[config.mk]
export PLATFORM = sky130hd
export DESIGN_NAME = ebhg_top
export DESIGN_NICKNAME = d
export VERILOG_FILES = /design/src/design/ebhg_placeholder_none.sv /design/src/design/ebhg_pkg.sv /design/src/design/ebhg_sync.sv /design/src/design/ebhg_top.sv
export SDC_FILE = /design/constraint.sdc
export NUM_CORES = 1
export LEC_CHECK = 0
export BUFFER_PORTS_ARGS = -buffer_cell sky130_fd_sc_hd__buf_2
export CAP_MARGIN = 20
export CORE_ASPECT_RATIO = 1.25
export CORE_MARGIN = 2
export CORE_UTILIZATION = 26
export CTS_CLUSTER_DIAMETER = 60
export DETAILED_ROUTE_END_ITERATION = 6
export GPL_ROUTABILITY_DRIVEN = 1
export MAX_ROUTING_LAYER = met4
export PLACE_DENSITY = 0.52
export SYNTH_ARGS = -nofsm -noshare
export SYNTH_HDL_FRONTEND = slang
export SYNTH_HIERARCHICAL = 1
export SYNTH_SLANG_ARGS = --single-unit
[constraint.sdc]
create_clock -name clk -period 1.75 [get_ports clk]
set_input_delay 0.35 -clock clk [delete_from_list [all_inputs] [get_ports clk]]
set_output_delay 0.35 -clock clk [all_outputs]
set_load 0.02 [all_outputs]
[src/design/ebhg_placeholder_none.sv]
/*
  Intentionally empty compile unit: no further logic for this block.
  Assumes nothing.
*/
`timescale 1ns/100ps

[src/design/ebhg_pkg.sv]
/*
  Constants and types for the external bus hold/grant block.
  Assumes one CPU clock of period P; all response figures are in P.
*/
package ebhg_pkg;

  // CPU clock period, one cycle per P
  localparam int CLK_PERIOD_PS   = 4000;
  localparam int P_PERIOD_PS     = 4000;
  localparam int CYC_PER_P       = P_PERIOD_PS / CLK_PERIOD_PS;

  // Response times, in periods P
  localparam int HIZ_MIN_P       = 4;
  localparam int GRANT_MAX_P     = 2;
  localparam int GRANT_OFF_MIN_P = 4;
  localparam int GRANT_OFF_MAX_P = 7;
  localparam int BLZ_MIN_P       = 3;
  localparam int BLZ_MAX_P       = 6;

  // Derived cycle counts
  localparam int HIZ_MIN_CYC     = HIZ_MIN_P * CYC_PER_P;
  localparam int BLZ_EDGE_CYC    = (BLZ_MIN_P + 1) * CYC_PER_P;
  // Two synchroniser flops plus one state update
  localparam int PIPE_LAT        = 3;

  localparam logic [2:0] WAIT_CNT      = 3'(HIZ_MIN_CYC - PIPE_LAT);
  localparam logic [2:0] DRIVE_CNT     = 3'(BLZ_EDGE_CYC - PIPE_LAT);
  localparam logic [2:0] GRANT_OFF_CNT = 3'(BLZ_EDGE_CYC - PIPE_LAT + 1);
  localparam logic [2:0] CNT_MAX       = 3'h7;

  // SDRAM run length protected when burst-of-eight priority is on
  localparam logic [3:0] BURST8_BEATS  = 4'h8;

  // Values after reset
  localparam logic RST_REQ_N   = 1'b1;
  localparam logic RST_GRANT_N = 1'b1;
  localparam logic RST_OE      = 1'b1;

  typedef enum logic [2:0] {
    ST_IDLE,
    ST_WAIT,
    ST_HIZ,
    ST_GRANT,
    ST_RELEASE
  } ebhg_state_t;

endpackage : ebhg_pkg

[src/design/ebhg_sync.sv]
/*
  Two-flop level synchroniser for one asynchronous pin.
  Assumes the input is a level with no edge faster than two clocks.
*/
`timescale 1ns/100ps
module ebhg_sync
  import ebhg_pkg::*;
#(
  parameter logic RESET_VAL = 1'b1
) (
  input  wire logic clk,
  input  wire logic reset_n,
  input  wire logic async_in,
  output logic      sync_out
);

  logic meta;
  logic next_meta;
  logic next_sync;

  // First stage is read by the second stage only
  always_comb begin
    next_meta = async_in;
    next_sync = meta;
  end

  always_ff @(posedge clk or negedge reset_n) begin
    if (!reset_n) begin
      meta     <= RESET_VAL;
      sync_out <= RESET_VAL;
    end else begin
      meta     <= next_meta;
      sync_out <= next_sync;
    end
  end

endmodule : ebhg_sync

[src/design/ebhg_top.sv]
/*
  Hold request / grant logic for the external memory interface.
  Assumes the memory controller reports pending transactions and SDRAM
  runs on the same clock, and stops starting new work while
  hold_pending is high. clk is the CPU clock also driven out as the
  first output clock; pads apply ext_bus_oe to every bus group.
*/
`timescale 1ns/100ps
module ebhg_top
  import ebhg_pkg::*;
(
  input  wire logic clk,
  input  wire logic reset_n,
  input  wire logic hold_req_n,
  input  wire logic hold_disable,
  input  wire logic sdram_burst8_priority,
  input  wire logic xact_pending,
  input  wire logic sdram_run,
  input  wire logic sdram_beat,
  output logic      bus_hold_grant_n,
  output logic      ext_bus_oe,
  output logic      hold_pending
);

  ebhg_state_t state;
  ebhg_state_t next_state;
  logic [2:0]  cnt;
  logic [2:0]  next_cnt;
  logic [3:0]  beats;
  logic [3:0]  next_beats;
  logic        req_n_s;
  logic        req;
  logic        burst_ok;
  logic        ready;
  logic        next_grant_n;
  logic        next_oe;
  logic        next_pending;
  logic [2:0]  req_age;
  logic [2:0]  next_req_age;

  // Pin is asynchronous; edges may land in this cycle or the next
  ebhg_sync #(
    .RESET_VAL (RST_REQ_N)
  ) u_req_sync (
    .clk      (clk),
    .reset_n  (reset_n),
    .async_in (hold_req_n),
    .sync_out (req_n_s)
  );

  assign req = !req_n_s;

  // Cycles the synchronised request has stood; watched by the float check only
  always_comb begin
    next_req_age = req_age;
    if (!req) begin
      next_req_age = 3'h0;
    end else if (req_age != CNT_MAX) begin
      next_req_age = req_age + 3'h1;
    end
  end

  always_ff @(posedge clk or negedge reset_n) begin
    if (!reset_n) begin
      req_age <= 3'h0;
    end else begin
      req_age <= next_req_age;
    end
  end

  // Count SDRAM accesses in the current run, saturating at eight
  always_comb begin
    next_beats = beats;
    if (!sdram_run) begin
      next_beats = 4'h0;
    end else if (sdram_beat && (beats < BURST8_BEATS)) begin
      next_beats = beats + 4'h1;
    end
  end

  always_ff @(posedge clk or negedge reset_n) begin
    if (!reset_n) begin
      beats <= 4'h0;
    end else begin
      beats <= next_beats;
    end
  end

  // A run shorter than eight would waste its row open; let it finish
  assign burst_ok = !sdram_burst8_priority || !sdram_run || (beats >= BURST8_BEATS);

  // Release only when nothing is in flight and hold is allowed
  assign ready = !xact_pending && burst_ok && !hold_disable;

  // Hold sequencer with its cycle counter and registered outputs
  always_comb begin
    next_state = state;
    unique case (state)
      ST_IDLE: begin
        if (req) begin
          next_state = ST_WAIT;
        end
      end
      ST_WAIT: begin
        if (!req) begin
          next_state = ST_IDLE;
        end else if ((cnt >= WAIT_CNT) && ready) begin
          next_state = ST_HIZ;
        end
      end
      ST_HIZ: begin
        next_state = ST_GRANT;
      end
      ST_GRANT: begin
        if (!req) begin
          next_state = ST_RELEASE;
        end
      end
      ST_RELEASE: begin
        if (cnt >= GRANT_OFF_CNT) begin
          next_state = ST_IDLE;
        end
      end
      // Unused codes fall back to a driven, ungranted bus
      default: begin
        next_state = ST_IDLE;
      end
    endcase

    // Counter restarts on every state change
    if (next_state != state) begin
      next_cnt = 3'h0;
    end else if (cnt != CNT_MAX) begin
      next_cnt = cnt + 3'h1;
    end else begin
      next_cnt = cnt;
    end

    // A single enable keeps all bus groups switching together
    // Release count only once inside release; the grant's count is stale
    next_oe = (next_state == ST_IDLE) || (next_state == ST_WAIT) ||
              ((next_state == ST_RELEASE) && (state == ST_RELEASE) &&
               (cnt >= DRIVE_CNT));
    next_grant_n = !((next_state == ST_GRANT) || (next_state == ST_RELEASE));
    next_pending = (next_state != ST_IDLE);
  end

  // Registered on the CPU clock so pins stay aligned to its rising edge
  always_ff @(posedge clk or negedge reset_n) begin
    if (!reset_n) begin
      state            <= ST_IDLE;
      cnt              <= 3'h0;
      ext_bus_oe       <= RST_OE;
      bus_hold_grant_n <= RST_GRANT_N;
      hold_pending     <= 1'b0;
    end else begin
      state            <= next_state;
      cnt              <= next_cnt;
      ext_bus_oe       <= next_oe;
      bus_hold_grant_n <= next_grant_n;
      hold_pending     <= next_pending;
    end
  end
endmodule : ebhg_top

==> impl_metrics.xml, run 1 <==
<?xml version="1.0" encoding="UTF-8"?>
<metrics>
  <group name="layout">
    <metric name="n_antenna_cell" unit="">0</metric>
    <metric name="final_nets" unit="">93</metric>
    <metric name="most_common_cell_after_layout_fill_and_taps_aside" unit="">sky130_fd_sc_hd__dfrtp_1</metric>
    <metric name="area_delta_synth_final" unit="%">16.9</metric>
    <metric name="layout-drive-gt1-share" unit="">0.321</metric>
    <metric name="most_used_cells_in_the_layout_excluding_fill_and_tap_cells" unit="">sky130_fd_sc_hd__dfrtp_1 (11), sky130_fd_sc_hd__buf_2 (10), sky130_fd_sc_hd__ha_1 (6)</metric>
    <metric name="stdcell_area" unit="um2">907</metric>
    <metric name="fillerInstances" unit="">312</metric>
  </group>
  <group name="worst_setup_path">
    <metric name="setup.worst_path.start_class" unit="">register</metric>
    <metric name="critical-path-max-stage-delay" unit="ns">0.50</metric>
    <metric name="reg2regPathDepth" unit="">5</metric>
    <metric name="cp_slowest_cell" unit="">sky130_fd_sc_hd__dfrtp_1</metric>
    <metric name="cp_cell_sequence" unit="">inv_1 &gt; ha_1 &gt; nor4_4 &gt; nor3_2 &gt; o31ai_1</metric>
    <metric name="max_fo_critical_path" unit="">6</metric>
    <metric name="type_of_element_capturing_the_critical_path" unit="">register</metric>
    <metric name="crit_arrival" unit="ns">1.67</metric>
    <metric name="r2r_slack" unit="ns">0.26</metric>
    <metric name="r2r_end" unit="">state[0]$_DFF_PN0_</metric>
    <metric name="critPathTopFamily" unit="">flip-flops</metric>
    <metric name="timing.setup.critical_path_class" unit="">register to register</metric>
    <metric name="critical_path.n_buffers_inverters" unit="">1</metric>
    <metric name="worst_r2r_startpoint" unit="">cnt[1]$_DFFE_PN0P_</metric>
    <metric name="critPathRequiredTime" unit="ns">1.93</metric>
  </group>
  <group name="sta">
    <metric name="finalSetupViolCount" unit="">0</metric>
    <metric name="hold-worst-slack" unit="ns">0.168</metric>
    <metric name="fin_skew" unit="ns">0.00660</metric>
    <metric name="totalNegativeSetupSlack" unit="ns">0</metric>
    <metric name="final.period_utilization" unit="">0.854</metric>
    <metric name="max_freq" unit="MHz">669</metric>
    <metric name="timing.final.max_slew_violations" unit="">0</metric>
    <metric name="finalWorstSetupSlack" unit="ns">0.256</metric>
    <metric name="min_cycle_time_layout" unit="ns">1.49</metric>
    <metric name="worstMarginPinSlew" unit="ns">0.346</metric>
    <metric name="rsz0062_at_grt" unit="">no</metric>
    <metric name="worst_slew_margin_relative_to_its_limit" unit="">0.769</metric>
    <metric name="hold_viol" unit="">0</metric>
  </group>
  <group name="grt">
    <metric name="number_of_antenna_violations_at_the_first_check_in_global_routing" unit="">0</metric>
    <metric name="global_route.usage.total" unit="">0.0960</metric>
    <metric name="pin_count_of_the_biggest_net_entering_global_routing" unit="">16</metric>
    <metric name="globalRoute.totalOverflow" unit="">0</metric>
    <metric name="wire_length_of_the_first_global_routing_pass" unit="um">2390</metric>
    <metric name="first_global_vias" unit="">523</metric>
  </group>
  <group name="logic_synthesis">
    <metric name="gate_count_of_the_mapped_netlist" unit="">63</metric>
    <metric name="synth_sequential_area_ratio" unit="">0.490</metric>
    <metric name="synthesis.yosys.warnings" unit="">6</metric>
    <metric name="post_synth.cell_area_avg" unit="um2">12.3</metric>
    <metric name="postSynthRegisterBits" unit="">15</metric>
    <metric name="syn-num-nets" unit="">77</metric>
    <metric name="synth_area" unit="um2">776</metric>
    <metric name="yosys.cell_types.count" unit="">28</metric>
  </group>
  <group name="clocking">
    <metric name="insertion_delay" unit="ns">0.28</metric>
    <metric name="max-clock-path-buffers" unit="">2</metric>
    <metric name="clock-root-buffer" unit="">sky130_fd_sc_hd__clkbuf_4</metric>
    <metric name="cts.sinks" unit="">15</metric>
    <metric name="cts_bufs_inserted" unit="">3</metric>
    <metric name="tritoncts" unit="">yes</metric>
    <metric name="h-tree-depth" unit="">1</metric>
    <metric name="clock_pin_slew_reported_for_the_worst_setup_and_hold_paths_after_clock_tree_synthesis" unit="ns">0.09</metric>
  </group>
  <group name="placed_design">
    <metric name="gp_congestion" unit="">0.786</metric>
    <metric name="place_ws" unit="ns">0.271</metric>
    <metric name="placedInstanceArea" unit="um2">871</metric>
    <metric name="dp_hpwl" unit="um">999</metric>
    <metric name="place.port_buffers" unit="">10</metric>
  </group>
  <group name="worst_hold_path">
    <metric name="holdPathEnd" unit="">u_req_sync/meta$_DFF_PN1_</metric>
    <metric name="hp-class" unit="">input pin to register</metric>
    <metric name="min_from" unit="">hold_req_n</metric>
    <metric name="worstHoldPathCells" unit="">1</metric>
  </group>
  <group name="pwr">
    <metric name="fin_total_pwr" unit="mW">1.09</metric>
    <metric name="power_density" unit="nW/um2">1200</metric>
    <metric name="power.leakage" unit="nW">0.403</metric>
    <metric name="irDropWorstVdd" unit="mV">0.652</metric>
  </group>
  <group name="detailed_routing">
    <metric name="drtPass1Iterations" unit="">2</metric>
    <metric name="avgRoutedWirePerCell" unit="um">11.6</metric>
    <metric name="num_vias" unit="">505</metric>
    <metric name="drt-vias-per-instance" unit="">4.43</metric>
    <metric name="wirelength" unit="um">1330</metric>
    <metric name="post-route-drc-count" unit="">0</metric>
    <metric name="initialDrtViolationCount" unit="">6</metric>
    <metric name="final_antenna_net_count" unit="">0</metric>
  </group>
  <group name="outcome">
    <metric name="status" unit="">completed</metric>
  </group>
  <group name="floorplanning">
    <metric name="fp.dieArea" unit="um2">3440</metric>
    <metric name="core-area" unit="um2">2890</metric>
    <metric name="die_width" unit="um">52.9</metric>
    <metric name="start_util" unit="">0.268</metric>
    <metric name="placementRows" unit="">22</metric>
    <metric name="die_y" unit="um">65.1</metric>
    <metric name="io-pin-count" unit="">11</metric>
  </group>
  <group name="job">
    <metric name="cap_violations" unit="">0</metric>
  </group>
</metrics>
[Yosys cell counts]
library cell / n / area share
sky130_fd_sc_hd__and3b_1: 1 / 0.011
sky130_fd_sc_hd__a221oi_2: 1 / 0.019
sky130_fd_sc_hd__dfrtp_1: 11 / 0.35
sky130_fd_sc_hd__a21oi_1: 5 / 0.032
sky130_fd_sc_hd__o21ai_1: 1 / 0.0064
sky130_fd_sc_hd__xnor2_1: 2 / 0.023
sky130_fd_sc_hd__mux2i_1: 2 / 0.026
sky130_fd_sc_hd__or3_1: 1 / 0.0081
sky130_fd_sc_hd__o31ai_2: 1 / 0.016
sky130_fd_sc_hd__o31ai_1: 1 / 0.0097
sky130_fd_sc_hd__a22o_1: 1 / 0.011
sky130_fd_sc_hd__nor4_4: 1 / 0.027
sky130_fd_sc_hd__o21bai_1: 1 / 0.0097
sky130_fd_sc_hd__nor2_1: 3 / 0.015
sky130_fd_sc_hd__a31o_2: 1 / 0.011
sky130_fd_sc_hd__nor2b_1: 5 / 0.040
sky130_fd_sc_hd__nand2b_1: 1 / 0.0081
sky130_fd_sc_hd__ha_1: 6 / 0.097
sky130_fd_sc_hd__xor2_1: 1 / 0.011
sky130_fd_sc_hd__a41oi_1: 1 / 0.011
sky130_fd_sc_hd__dfstp_2: 4 / 0.14
sky130_fd_sc_hd__nor3b_2: 1 / 0.016
sky130_fd_sc_hd__and2_1: 3 / 0.024
sky130_fd_sc_hd__or3_4: 1 / 0.015
sky130_fd_sc_hd__nand3b_1: 1 / 0.0097
sky130_fd_sc_hd__nor3_2: 1 / 0.013
sky130_fd_sc_hd__inv_1: 4 / 0.019
sky130_fd_sc_hd__nor4b_2: 1 / 0.019
[what timing repair did]
| action | in CTS | in global routing |
|---|---|---|
| hold buffers | 1 | 0 |
| gates resized for setup | 0 | 0 |
| buffers inserted | 0 | 0 |
| endpoints found under the hold margin | 11 | 0 |
[where the power goes]
| group | internal [mW] | switching [mW] | total [mW] |
|---|---|---|---|
| registers | 0.435 | 0.0950 | 0.530 |
| clock network | 0.0882 | 0.110 | 0.198 |
| logic | 0.167 | 0.197 | 0.363 |
| total | 0.690 | 0.402 | 1.09 |
[kinds of logic (layout without fill, tap and decap cells)]
logic type	Yosys count	count (layout)	share of synthesized area
XOR/XNOR	3	3	0.0339
flip-flops	15	15	0.490
multiplexers	2	2	0.0258
AND/OR/NAND/NOR	20	20	0.206
adder cells (fa/ha/maj)	6	6	0.0968
buffers and inverters	4	19	0.0193
AO/OA/AOI/OAI	13	13	0.127
[final cells by class]
type,instances,area [um2],area share
Inverter,4,15.0,0.0166
Sequential cell,15,380,0.419
Timing Repair Buffer,11,60.1,0.0662
Tap cell,36,45.0,0.0497
Multi-Input combinational cell,44,380,0.419
Clock buffer,4,26.3,0.0290
[per-layer routing]
layer / GRT usage / vias up / share of wire
li1: - / 250 / -
met1: 0.132 / 244 / 0.50
met5: - / - / 0
met4: 0.0385 / 0 / 0.0060
met3: 0.0138 / 2 / 0.037
met2: 0.141 / 9 / 0.46
[through the flow]
stage | util | cells
finish | 0.314 | 114
global route | 0.314 | 114
CTS | 0.314 | 114
detailed placement | 0.301 | 109
global placement | 0.301 | 109
floorplan | - | 63
[how the worst max path moves through the flow]
| stage | start | to | slack, ns | cells after the start |
|---|---|---|---|---|
| 2_1_floorplan | cnt[1]$_DFFE_PN0P_ | ext_bus_oe$_DFF_PN1_ | 0.39 | 5 |
| 3_3_place_gp | cnt[0]$_DFFE_PN0P_ | hold_pending$_DFF_PN0_ | 0.31 | 5 |
| 3_5_place_dp | cnt[1]$_DFFE_PN0P_ | state[0]$_DFF_PN0_ | 0.27 | 5 |
| 4_1_cts | cnt[1]$_DFFE_PN0P_ | state[0]$_DFF_PN0_ | 0.24 | 5 |
| 5_1_grt | cnt[1]$_DFFE_PN0P_ | state[0]$_DFF_PN0_ | 0.14 | 5 |
| 6_report | cnt[1]$_DFFE_PN0P_ | state[0]$_DFF_PN0_ | 0.26 | 5 |
[flip-flops by register name, summed over array words and instances, names as in the netlist]
name,flops
beats,4
bus_hold_grant_n,1
cnt,3
ext_bus_oe,1
hold_pending,1
state,3
u_req_sync/meta,1
u_req_sync/sync_out,1
Power figures use the tool's default switching activity.
==> run 2: changes to the inputs <==
- clock period: 1.75 -> 1.45 ns (I/O delays scaled with it)
==> run 2 against run 1 <==
- via count up 4.0%
- sequential power up 12%
- global-route usage up 0.52 points
- non-clock buffer count up 4
- clock power up 23%
- utilization up 2.4 points
- hold slack worse by 0.079 ns
- wire length up 1.5%
- final area up 7.6%
==> impl_metrics.xml, run 2 (synthesis results as in run 1) <==
<?xml version="1.0" encoding="UTF-8"?>
<metrics>
  <group name="pwr">
    <metric name="power.share.combinational" unit="">0.432</metric>
    <metric name="power_density" unit="nW/um2">1510</metric>
    <metric name="power.switching_fraction" unit="">0.366</metric>
    <metric name="power.share.clock" unit="">0.165</metric>
    <metric name="netSwitchingPower" unit="mW">0.540</metric>
    <metric name="power.leakage" unit="nW">0.427</metric>
    <metric name="power_report.internal_total" unit="mW">0.936</metric>
    <metric name="irDropWorstVdd" unit="mV">0.559</metric>
    <metric name="seq_power_share" unit="">0.404</metric>
    <metric name="fin_total_pwr" unit="mW">1.48</metric>
  </group>
  <group name="grt">
    <metric name="wire_length_of_the_first_global_routing_pass" unit="um">2480</metric>
    <metric name="number_of_antenna_violations_at_the_first_check_in_global_routing" unit="">0</metric>
    <metric name="global_route.usage.total" unit="">0.101</metric>
    <metric name="globalRoute.totalOverflow" unit="">0</metric>
    <metric name="pin_count_of_the_biggest_net_entering_global_routing" unit="">16</metric>
    <metric name="first_global_vias" unit="">601</metric>
  </group>
  <group name="layout">
    <metric name="most_common_cell_after_layout_fill_and_taps_aside" unit="">sky130_fd_sc_hd__dfrtp_1</metric>
    <metric name="layout-drive-gt1-share" unit="">0.427</metric>
    <metric name="stdcell_area" unit="um2">976</metric>
    <metric name="fin_util" unit="">0.338</metric>
    <metric name="most_used_cells_in_the_layout_excluding_fill_and_tap_cells" unit="">sky130_fd_sc_hd__dfrtp_1 (11), sky130_fd_sc_hd__buf_2 (10), sky130_fd_sc_hd__nor2b_1 (5)</metric>
    <metric name="n_antenna_cell" unit="">0</metric>
    <metric name="top_register" unit="">beats</metric>
    <metric name="area_delta_synth_final" unit="%">25.8</metric>
    <metric name="final_nets" unit="">97</metric>
    <metric name="reg_top3" unit="">beats: 4 flops, cnt: 3 flops, state: 3 flops</metric>
    <metric name="largest_reg_flops" unit="">4</metric>
  </group>
  <group name="clocking">
    <metric name="tritoncts" unit="">yes</metric>
    <metric name="max-clock-path-buffers" unit="">2</metric>
    <metric name="cts_bufs_inserted" unit="">3</metric>
    <metric name="clock_pin_slew_reported_for_the_worst_setup_and_hold_paths_after_clock_tree_synthesis" unit="ns">0.09</metric>
    <metric name="cts.sinks" unit="">15</metric>
    <metric name="postCtsSetupBuffers" unit="">0</metric>
    <metric name="clock-root-buffer" unit="">sky130_fd_sc_hd__clkbuf_4</metric>
    <metric name="insertion_delay" unit="ns">0.29</metric>
    <metric name="h-tree-depth" unit="">1</metric>
  </group>
  <group name="placed_design">
    <metric name="dp_hpwl" unit="um">1040</metric>
    <metric name="place.port_buffers" unit="">10</metric>
    <metric name="place_ws" unit="ns">0.0317</metric>
    <metric name="gp_congestion" unit="">0.771</metric>
    <metric name="placedInstanceArea" unit="um2">901</metric>
  </group>
  <group name="sta">
    <metric name="worst_slew_margin_relative_to_its_limit" unit="">0.778</metric>
    <metric name="hold-worst-slack" unit="ns">0.0896</metric>
    <metric name="finalWorstSetupSlack" unit="ns">0.0773</metric>
    <metric name="final.period_utilization" unit="">0.947</metric>
    <metric name="fin_skew" unit="ns">0.00492</metric>
    <metric name="worstMarginPinSlew" unit="ns">0.331</metric>
    <metric name="min_cycle_time_layout" unit="ns">1.37</metric>
    <metric name="finalSetupViolCount" unit="">0</metric>
    <metric name="timing.final.max_slew_violations" unit="">0</metric>
    <metric name="hold_viol" unit="">0</metric>
    <metric name="max_freq" unit="MHz">728</metric>
    <metric name="rsz0062_at_grt" unit="">yes</metric>
  </group>
  <group name="floorplanning">
    <metric name="fp.dieArea" unit="um2">3440</metric>
    <metric name="start_util" unit="">0.268</metric>
    <metric name="die_width" unit="um">52.9</metric>
    <metric name="placementRows" unit="">22</metric>
    <metric name="core-area" unit="um2">2890</metric>
    <metric name="io-pin-count" unit="">11</metric>
    <metric name="die_y" unit="um">65.1</metric>
  </group>
  <group name="worst_setup_path">
    <metric name="r2r_end" unit="">hold_pending$_DFF_PN0_</metric>
    <metric name="reg2regPathDepth" unit="">5</metric>
    <metric name="crit_arrival" unit="ns">1.59</metric>
    <metric name="critPathRequiredTime" unit="ns">1.67</metric>
    <metric name="setup.worst_path.start_class" unit="">register</metric>
    <metric name="worst_setup_path_startpoint" unit="">cnt[1]$_DFFE_PN0P_</metric>
    <metric name="cp-endpoint" unit="">hold_pending$_DFF_PN0_</metric>
    <metric name="worst_r2r_startpoint" unit="">cnt[1]$_DFFE_PN0P_</metric>
    <metric name="r2r_slack" unit="ns">0.08</metric>
    <metric name="timing.setup.critical_path_class" unit="">register to register</metric>
    <metric name="type_of_element_capturing_the_critical_path" unit="">register</metric>
    <metric name="max_fo_critical_path" unit="">5</metric>
  </group>
  <group name="detailed_routing">
    <metric name="wl_met3" unit="um">41</metric>
    <metric name="detail_route.wirelength.met1" unit="um">574</metric>
    <metric name="drt-vias-per-instance" unit="">4.45</metric>
    <metric name="wirelength" unit="um">1350</metric>
    <metric name="route.top_layer_used" unit="">met4</metric>
    <metric name="final_antenna_net_count" unit="">0</metric>
    <metric name="post-route-drc-count" unit="">0</metric>
    <metric name="avgRoutedWirePerCell" unit="um">11.4</metric>
    <metric name="drtPass1Iterations" unit="">4</metric>
    <metric name="num_vias" unit="">525</metric>
    <metric name="initialDrtViolationCount" unit="">3</metric>
    <metric name="detailroute.wirelength.met2" unit="um">692</metric>
  </group>
  <group name="worst_hold_path">
    <metric name="hp-class" unit="">input pin to register</metric>
  </group>
  <group name="job">
    <metric name="cap_violations" unit="">0</metric>
  </group>
  <group name="outcome">
    <metric name="status" unit="">completed</metric>
  </group>
</metrics>
==> run 2: metrics by stage <==
stage                     setup TNS, ns  std cells
after floorplan                       0         63
after global placement                0        113
after detailed placement              0        113
after CTS                             0        118
after global routing            -0.0211        118
final                                 0        118
==> run 2: worst max-delay path, cell delays in order (launching register included) <==
cell	delay, ns
sky130_fd_sc_hd__dfrtp_1	0.40
sky130_fd_sc_hd__buf_6	0.14
sky130_fd_sc_hd__ha_4	0.16
sky130_fd_sc_hd__nor4b_4	0.29
sky130_fd_sc_hd__and2_4	0.22
sky130_fd_sc_hd__o21bai_1	0.10
==> run 2: per-layer routing <==
| metal | track usage | up-vias |
|---|---|---|
| li1 | - | 265 |
| met1 | 0.119 | 243 |
| met2 | 0.158 | 12 |
| met3 | 0.0207 | 5 |
| met4 | 0.0577 | 0 |
| met5 | - | - |
==> run 2: layout make-up <==
type                            instances  area, um2
Clock buffer                            3       22.5
Multi-Input combinational cell         44        414
Clock inverter                          1       5.00
Sequential cell                        15        380
Fill cell                             302       1910
Timing Repair Buffer                   15       93.8
Tap cell                               36       45.0
Inverter                                4       15.0
==> run 2: power groups by stage <==
stage / logic (mW) / registers [mW] / clock network (mW)
after CTS: 0.577 / 0.595 / 0.256
after floorplan: 0.304 / 0.665 / 0
after detailed placement: 0.573 / 0.603 / 0
final: 0.637 / 0.596 / 0.243
after global routing: 0.709 / 0.610 / 0.283
after global placement: 0.565 / 0.600 / 0
==> run 2: what timing repair did <==
item	in CTS	in global routing
hold buffers	1	0
endpoints found under the setup margin	0	7
hold endpoints to repair	11	0
gates resized for setup	0	9
==> run 2: how the worst min path moves through the flow <==
| stage | from | end | slack, ns | depth (start not counted) |
|---|---|---|---|---|
| after floorplan | reset_n | beats[0]$_DFFE_PN0P_ | -0.006 | 0 |
| after global placement | reset_n | beats[2]$_DFFE_PN0P_ | 0.22 | 1 |
| after detailed placement | reset_n | beats[2]$_DFFE_PN0P_ | 0.21 | 1 |
| after CTS | hold_req_n | u_req_sync/meta$_DFF_PN1_ | 0.08 | 1 |
| after global routing | hold_req_n | u_req_sync/meta$_DFF_PN1_ | 0.07 | 1 |
| final | hold_req_n | u_req_sync/meta$_DFF_PN1_ | 0.09 | 1 |
==> run 3: changes to the inputs <==
--- a/config.mk
+++ b/config.mk
@@ -16,3 +16,3 @@
 export MAX_ROUTING_LAYER = met4
-export PLACE_DENSITY = 0.52
+export PLACE_DENSITY = 0.54
 export SYNTH_ARGS = -nofsm -noshare
==> constraint.sdc (replaced) <==
create_clock -name clk -period 1.2 [get_ports clk]
set_input_delay 0.24 -clock clk [delete_from_list [all_inputs] [get_ports clk]]
set_output_delay 0.24 -clock clk [all_outputs]
set_load 0.05 [all_outputs]
==> run 3 against run 2 <==
- the flow now finishes with violations (negative setup slack)
- critical endpoint is now ext_bus_oe$_DFF_PN1_
- global-route usage decreased by 0.57 points
- highest routed layer is now met3
- wire length is essentially flat
- final cell count increased by 5.9%
- combinational power up 74%
- flip-flop and latch count unchanged
- hold slack worse by 0.041 ns
- non-clock buffer count is 7 higher
==> impl_metrics.xml, run 3 (synthesis results as in run 1) <==
<?xml version="1.0" encoding="UTF-8"?>
<metrics>
  <group name="clocking">
    <metric name="clock-root-buffer" unit="">sky130_fd_sc_hd__clkbuf_4</metric>
    <metric name="cts.sinks" unit="">15</metric>
    <metric name="tritoncts" unit="">yes</metric>
    <metric name="clock_pin_slew_reported_for_the_worst_setup_and_hold_paths_after_clock_tree_synthesis" unit="ns">0.09</metric>
    <metric name="insertion_delay" unit="ns">0.28</metric>
    <metric name="cts_bufs_inserted" unit="">3</metric>
    <metric name="max-clock-path-buffers" unit="">2</metric>
    <metric name="h-tree-depth" unit="">1</metric>
  </group>
  <group name="worst_setup_path">
    <metric name="critPathRequiredTime" unit="ns">1.40</metric>
    <metric name="critical-path-max-stage-delay" unit="ns">0.44</metric>
    <metric name="max_fo_critical_path" unit="">4</metric>
    <metric name="cp_slowest_cell" unit="">sky130_fd_sc_hd__dfrtp_2</metric>
    <metric name="r2r_slack" unit="ns">-0.18</metric>
    <metric name="crit_arrival" unit="ns">1.58</metric>
    <metric name="type_of_element_capturing_the_critical_path" unit="">register</metric>
    <metric name="cp_cell_sequence" unit="">buf_4 &gt; nor4_4 &gt; nor3_2 &gt; a221oi_2</metric>
    <metric name="r2r_end" unit="">ext_bus_oe$_DFF_PN1_</metric>
    <metric name="timing.setup.critical_path_class" unit="">register to register</metric>
    <metric name="setup.worst_path.start_class" unit="">register</metric>
    <metric name="worst_r2r_startpoint" unit="">cnt[1]$_DFFE_PN0P_</metric>
    <metric name="reg2regPathDepth" unit="">4</metric>
  </group>
  <group name="outcome">
    <metric name="status" unit="">finished, violations left</metric>
    <metric name="violations" unit="">negative setup slack</metric>
  </group>
  <group name="detailed_routing">
    <metric name="drt-vias-per-instance" unit="">4.56</metric>
    <metric name="detail_route.wirelength.met1" unit="um">633</metric>
    <metric name="drtPass1Iterations" unit="">3</metric>
    <metric name="wl_met3" unit="um">62</metric>
    <metric name="initialDrtViolationCount" unit="">9</metric>
    <metric name="route.top_layer_used" unit="">met3</metric>
    <metric name="detailroute.wirelength.met2" unit="um">651</metric>
    <metric name="avgRoutedWirePerCell" unit="um">10.8</metric>
    <metric name="num_vias" unit="">570</metric>
    <metric name="post-route-drc-count" unit="">0</metric>
    <metric name="final_antenna_net_count" unit="">0</metric>
    <metric name="wirelength" unit="um">1350</metric>
  </group>
  <group name="layout">
    <metric name="fillerInstances" unit="">294</metric>
    <metric name="largest_reg_flops" unit="">4</metric>
    <metric name="top_register" unit="">beats</metric>
    <metric name="multi_input_comb_area" unit="um2">435</metric>
    <metric name="area_delta_synth_final" unit="%">37.7</metric>
    <metric name="most_used_cells_in_the_layout_excluding_fill_and_tap_cells" unit="">sky130_fd_sc_hd__buf_4 (11), sky130_fd_sc_hd__dfrtp_1 (9), sky130_fd_sc_hd__buf_2 (8)</metric>
    <metric name="final_nets" unit="">104</metric>
    <metric name="fin_util" unit="">0.370</metric>
    <metric name="reg_top3" unit="">beats: 4 flops, cnt: 3 flops, state: 3 flops</metric>
    <metric name="n_antenna_cell" unit="">0</metric>
    <metric name="storage_element_area" unit="um2">383</metric>
    <metric name="layout-drive-gt1-share" unit="">0.517</metric>
    <metric name="most_common_cell_after_layout_fill_and_taps_aside" unit="">sky130_fd_sc_hd__buf_4</metric>
  </group>
  <group name="grt">
    <metric name="first_global_vias" unit="">583</metric>
    <metric name="global_route.usage.total" unit="">0.0955</metric>
    <metric name="pin_count_of_the_biggest_net_entering_global_routing" unit="">16</metric>
    <metric name="globalRoute.totalOverflow" unit="">0</metric>
    <metric name="wire_length_of_the_first_global_routing_pass" unit="um">2420</metric>
    <metric name="number_of_antenna_violations_at_the_first_check_in_global_routing" unit="">0</metric>
  </group>
  <group name="floorplanning">
    <metric name="fp.dieArea" unit="um2">3440</metric>
    <metric name="die_y" unit="um">65.1</metric>
    <metric name="core-area" unit="um2">2890</metric>
    <metric name="die_width" unit="um">52.9</metric>
    <metric name="placementRows" unit="">22</metric>
    <metric name="io-pin-count" unit="">11</metric>
    <metric name="start_util" unit="">0.268</metric>
  </group>
  <group name="sta">
    <metric name="fin_skew" unit="ns">0.000683</metric>
    <metric name="worstMarginPinSlew" unit="ns">0.371</metric>
    <metric name="finalWorstSetupSlack" unit="ns">-0.178</metric>
    <metric name="final.period_utilization" unit="">1.15</metric>
    <metric name="rsz0062_at_grt" unit="">yes</metric>
    <metric name="finalSetupViolCount" unit="">11</metric>
    <metric name="timing.final.max_slew_violations" unit="">0</metric>
    <metric name="worst_slew_margin_relative_to_its_limit" unit="">0.752</metric>
    <metric name="min_cycle_time_layout" unit="ns">1.38</metric>
    <metric name="max_freq" unit="MHz">725</metric>
    <metric name="hold_viol" unit="">0</metric>
  </group>
  <group name="placed_design">
    <metric name="place_ws" unit="ns">-0.177</metric>
    <metric name="dp_hpwl" unit="um">1030</metric>
    <metric name="place.port_buffers" unit="">10</metric>
    <metric name="gp_congestion" unit="">0.844</metric>
  </group>
  <group name="worst_hold_path">
    <metric name="hp-class" unit="">input pin to register</metric>
    <metric name="worstHoldPathCells" unit="">1</metric>
    <metric name="holdPathEnd" unit="">u_req_sync/meta$_DFF_PN1_</metric>
    <metric name="min_from" unit="">hold_req_n</metric>
  </group>
  <group name="pwr">
    <metric name="power.leakage" unit="nW">0.470</metric>
    <metric name="irDropWorstVdd" unit="mV">1.02</metric>
    <metric name="power_density" unit="nW/um2">2010</metric>
  </group>
  <group name="job">
    <metric name="cap_violations" unit="">0</metric>
  </group>
</metrics>
run 3: cell count changes in the layout (fill, tap and decap cells not counted), moves of 2 or more:
cell	delta
sky130_fd_sc_hd__buf_4	+8
sky130_fd_sc_hd__buf_2	-2
sky130_fd_sc_hd__buf_8	+2
sky130_fd_sc_hd__dfrtp_1	-2
sky130_fd_sc_hd__dfrtp_2	+2
run 3: through the flow:
stage | hold WS (ns) | power, mW | setup TNS [ns] | std cells | instance area [um2]
floorplan | -0.0556 | 1.28 | -0.310 | 63 | 786
global placement | 0.163 | 1.53 | -0.934 | 115 | 926
detailed placement | 0.170 | 1.54 | -1.02 | 115 | 926
CTS | 0.0405 | 2.15 | -1.36 | 125 | 1060
global route | 0.0336 | 2.30 | -2.09 | 125 | 1070
finish | 0.0487 | 2.15 | -1.36 | 125 | 1070
run 3: final cells by class:
class	instances	share of cell area
inverter	4	0.0141
sequential	15	0.358
tap	36	0.0422
multi-input combinational	44	0.407
clock buffer	3	0.0211
clock inverter	1	0.00468
timing repair buffer	22	0.152
run 3: routing by layer:
layer	up-vias	GRT usage
met2	10	0.153
li1	279	-
met3	0	0.0138
met1	281	0.124
met5	-	-
met4	0	0.0288
run 3: worst max path at each step:
stage / from / to / cells past startpoint
2_1_floorplan: cnt[0]$_DFFE_PN0P_ / ext_bus_oe$_DFF_PN1_ / 4
3_3_place_gp: cnt[0]$_DFFE_PN0P_ / ext_bus_oe$_DFF_PN1_ / 4
3_5_place_dp: cnt[0]$_DFFE_PN0P_ / ext_bus_oe$_DFF_PN1_ / 4
4_1_cts: cnt[1]$_DFFE_PN0P_ / ext_bus_oe$_DFF_PN1_ / 4
5_1_grt: state[1]$_DFF_PN0_ / state[1]$_DFF_PN0_ / 3
6_report: cnt[1]$_DFFE_PN0P_ / ext_bus_oe$_DFF_PN1_ / 4
run 3: power breakdown:
part           switching, mW  internal [mW]
Clock                  0.167          0.124
Sequential             0.104          0.642
Combinational          0.536          0.573
run 3: repair_timing:
action | CTS | global route
hold buffers | 1 | 0
setup endpoints to repair | 11 | 11
hold endpoints to repair | 11 | 0
pin swaps | 5 | 2
buffers inserted | 5 | 0
gates resized for setup | 11 | 2
run 3: worst max-delay path, delay by kind of cell (launching register included):
family                 cells  cell delay, ns
DFF                        1            0.44
AOI/OAI and AO/OA          1            0.29
buffers and inverters      1            0.15
and+or+nand+nor            2            0.42
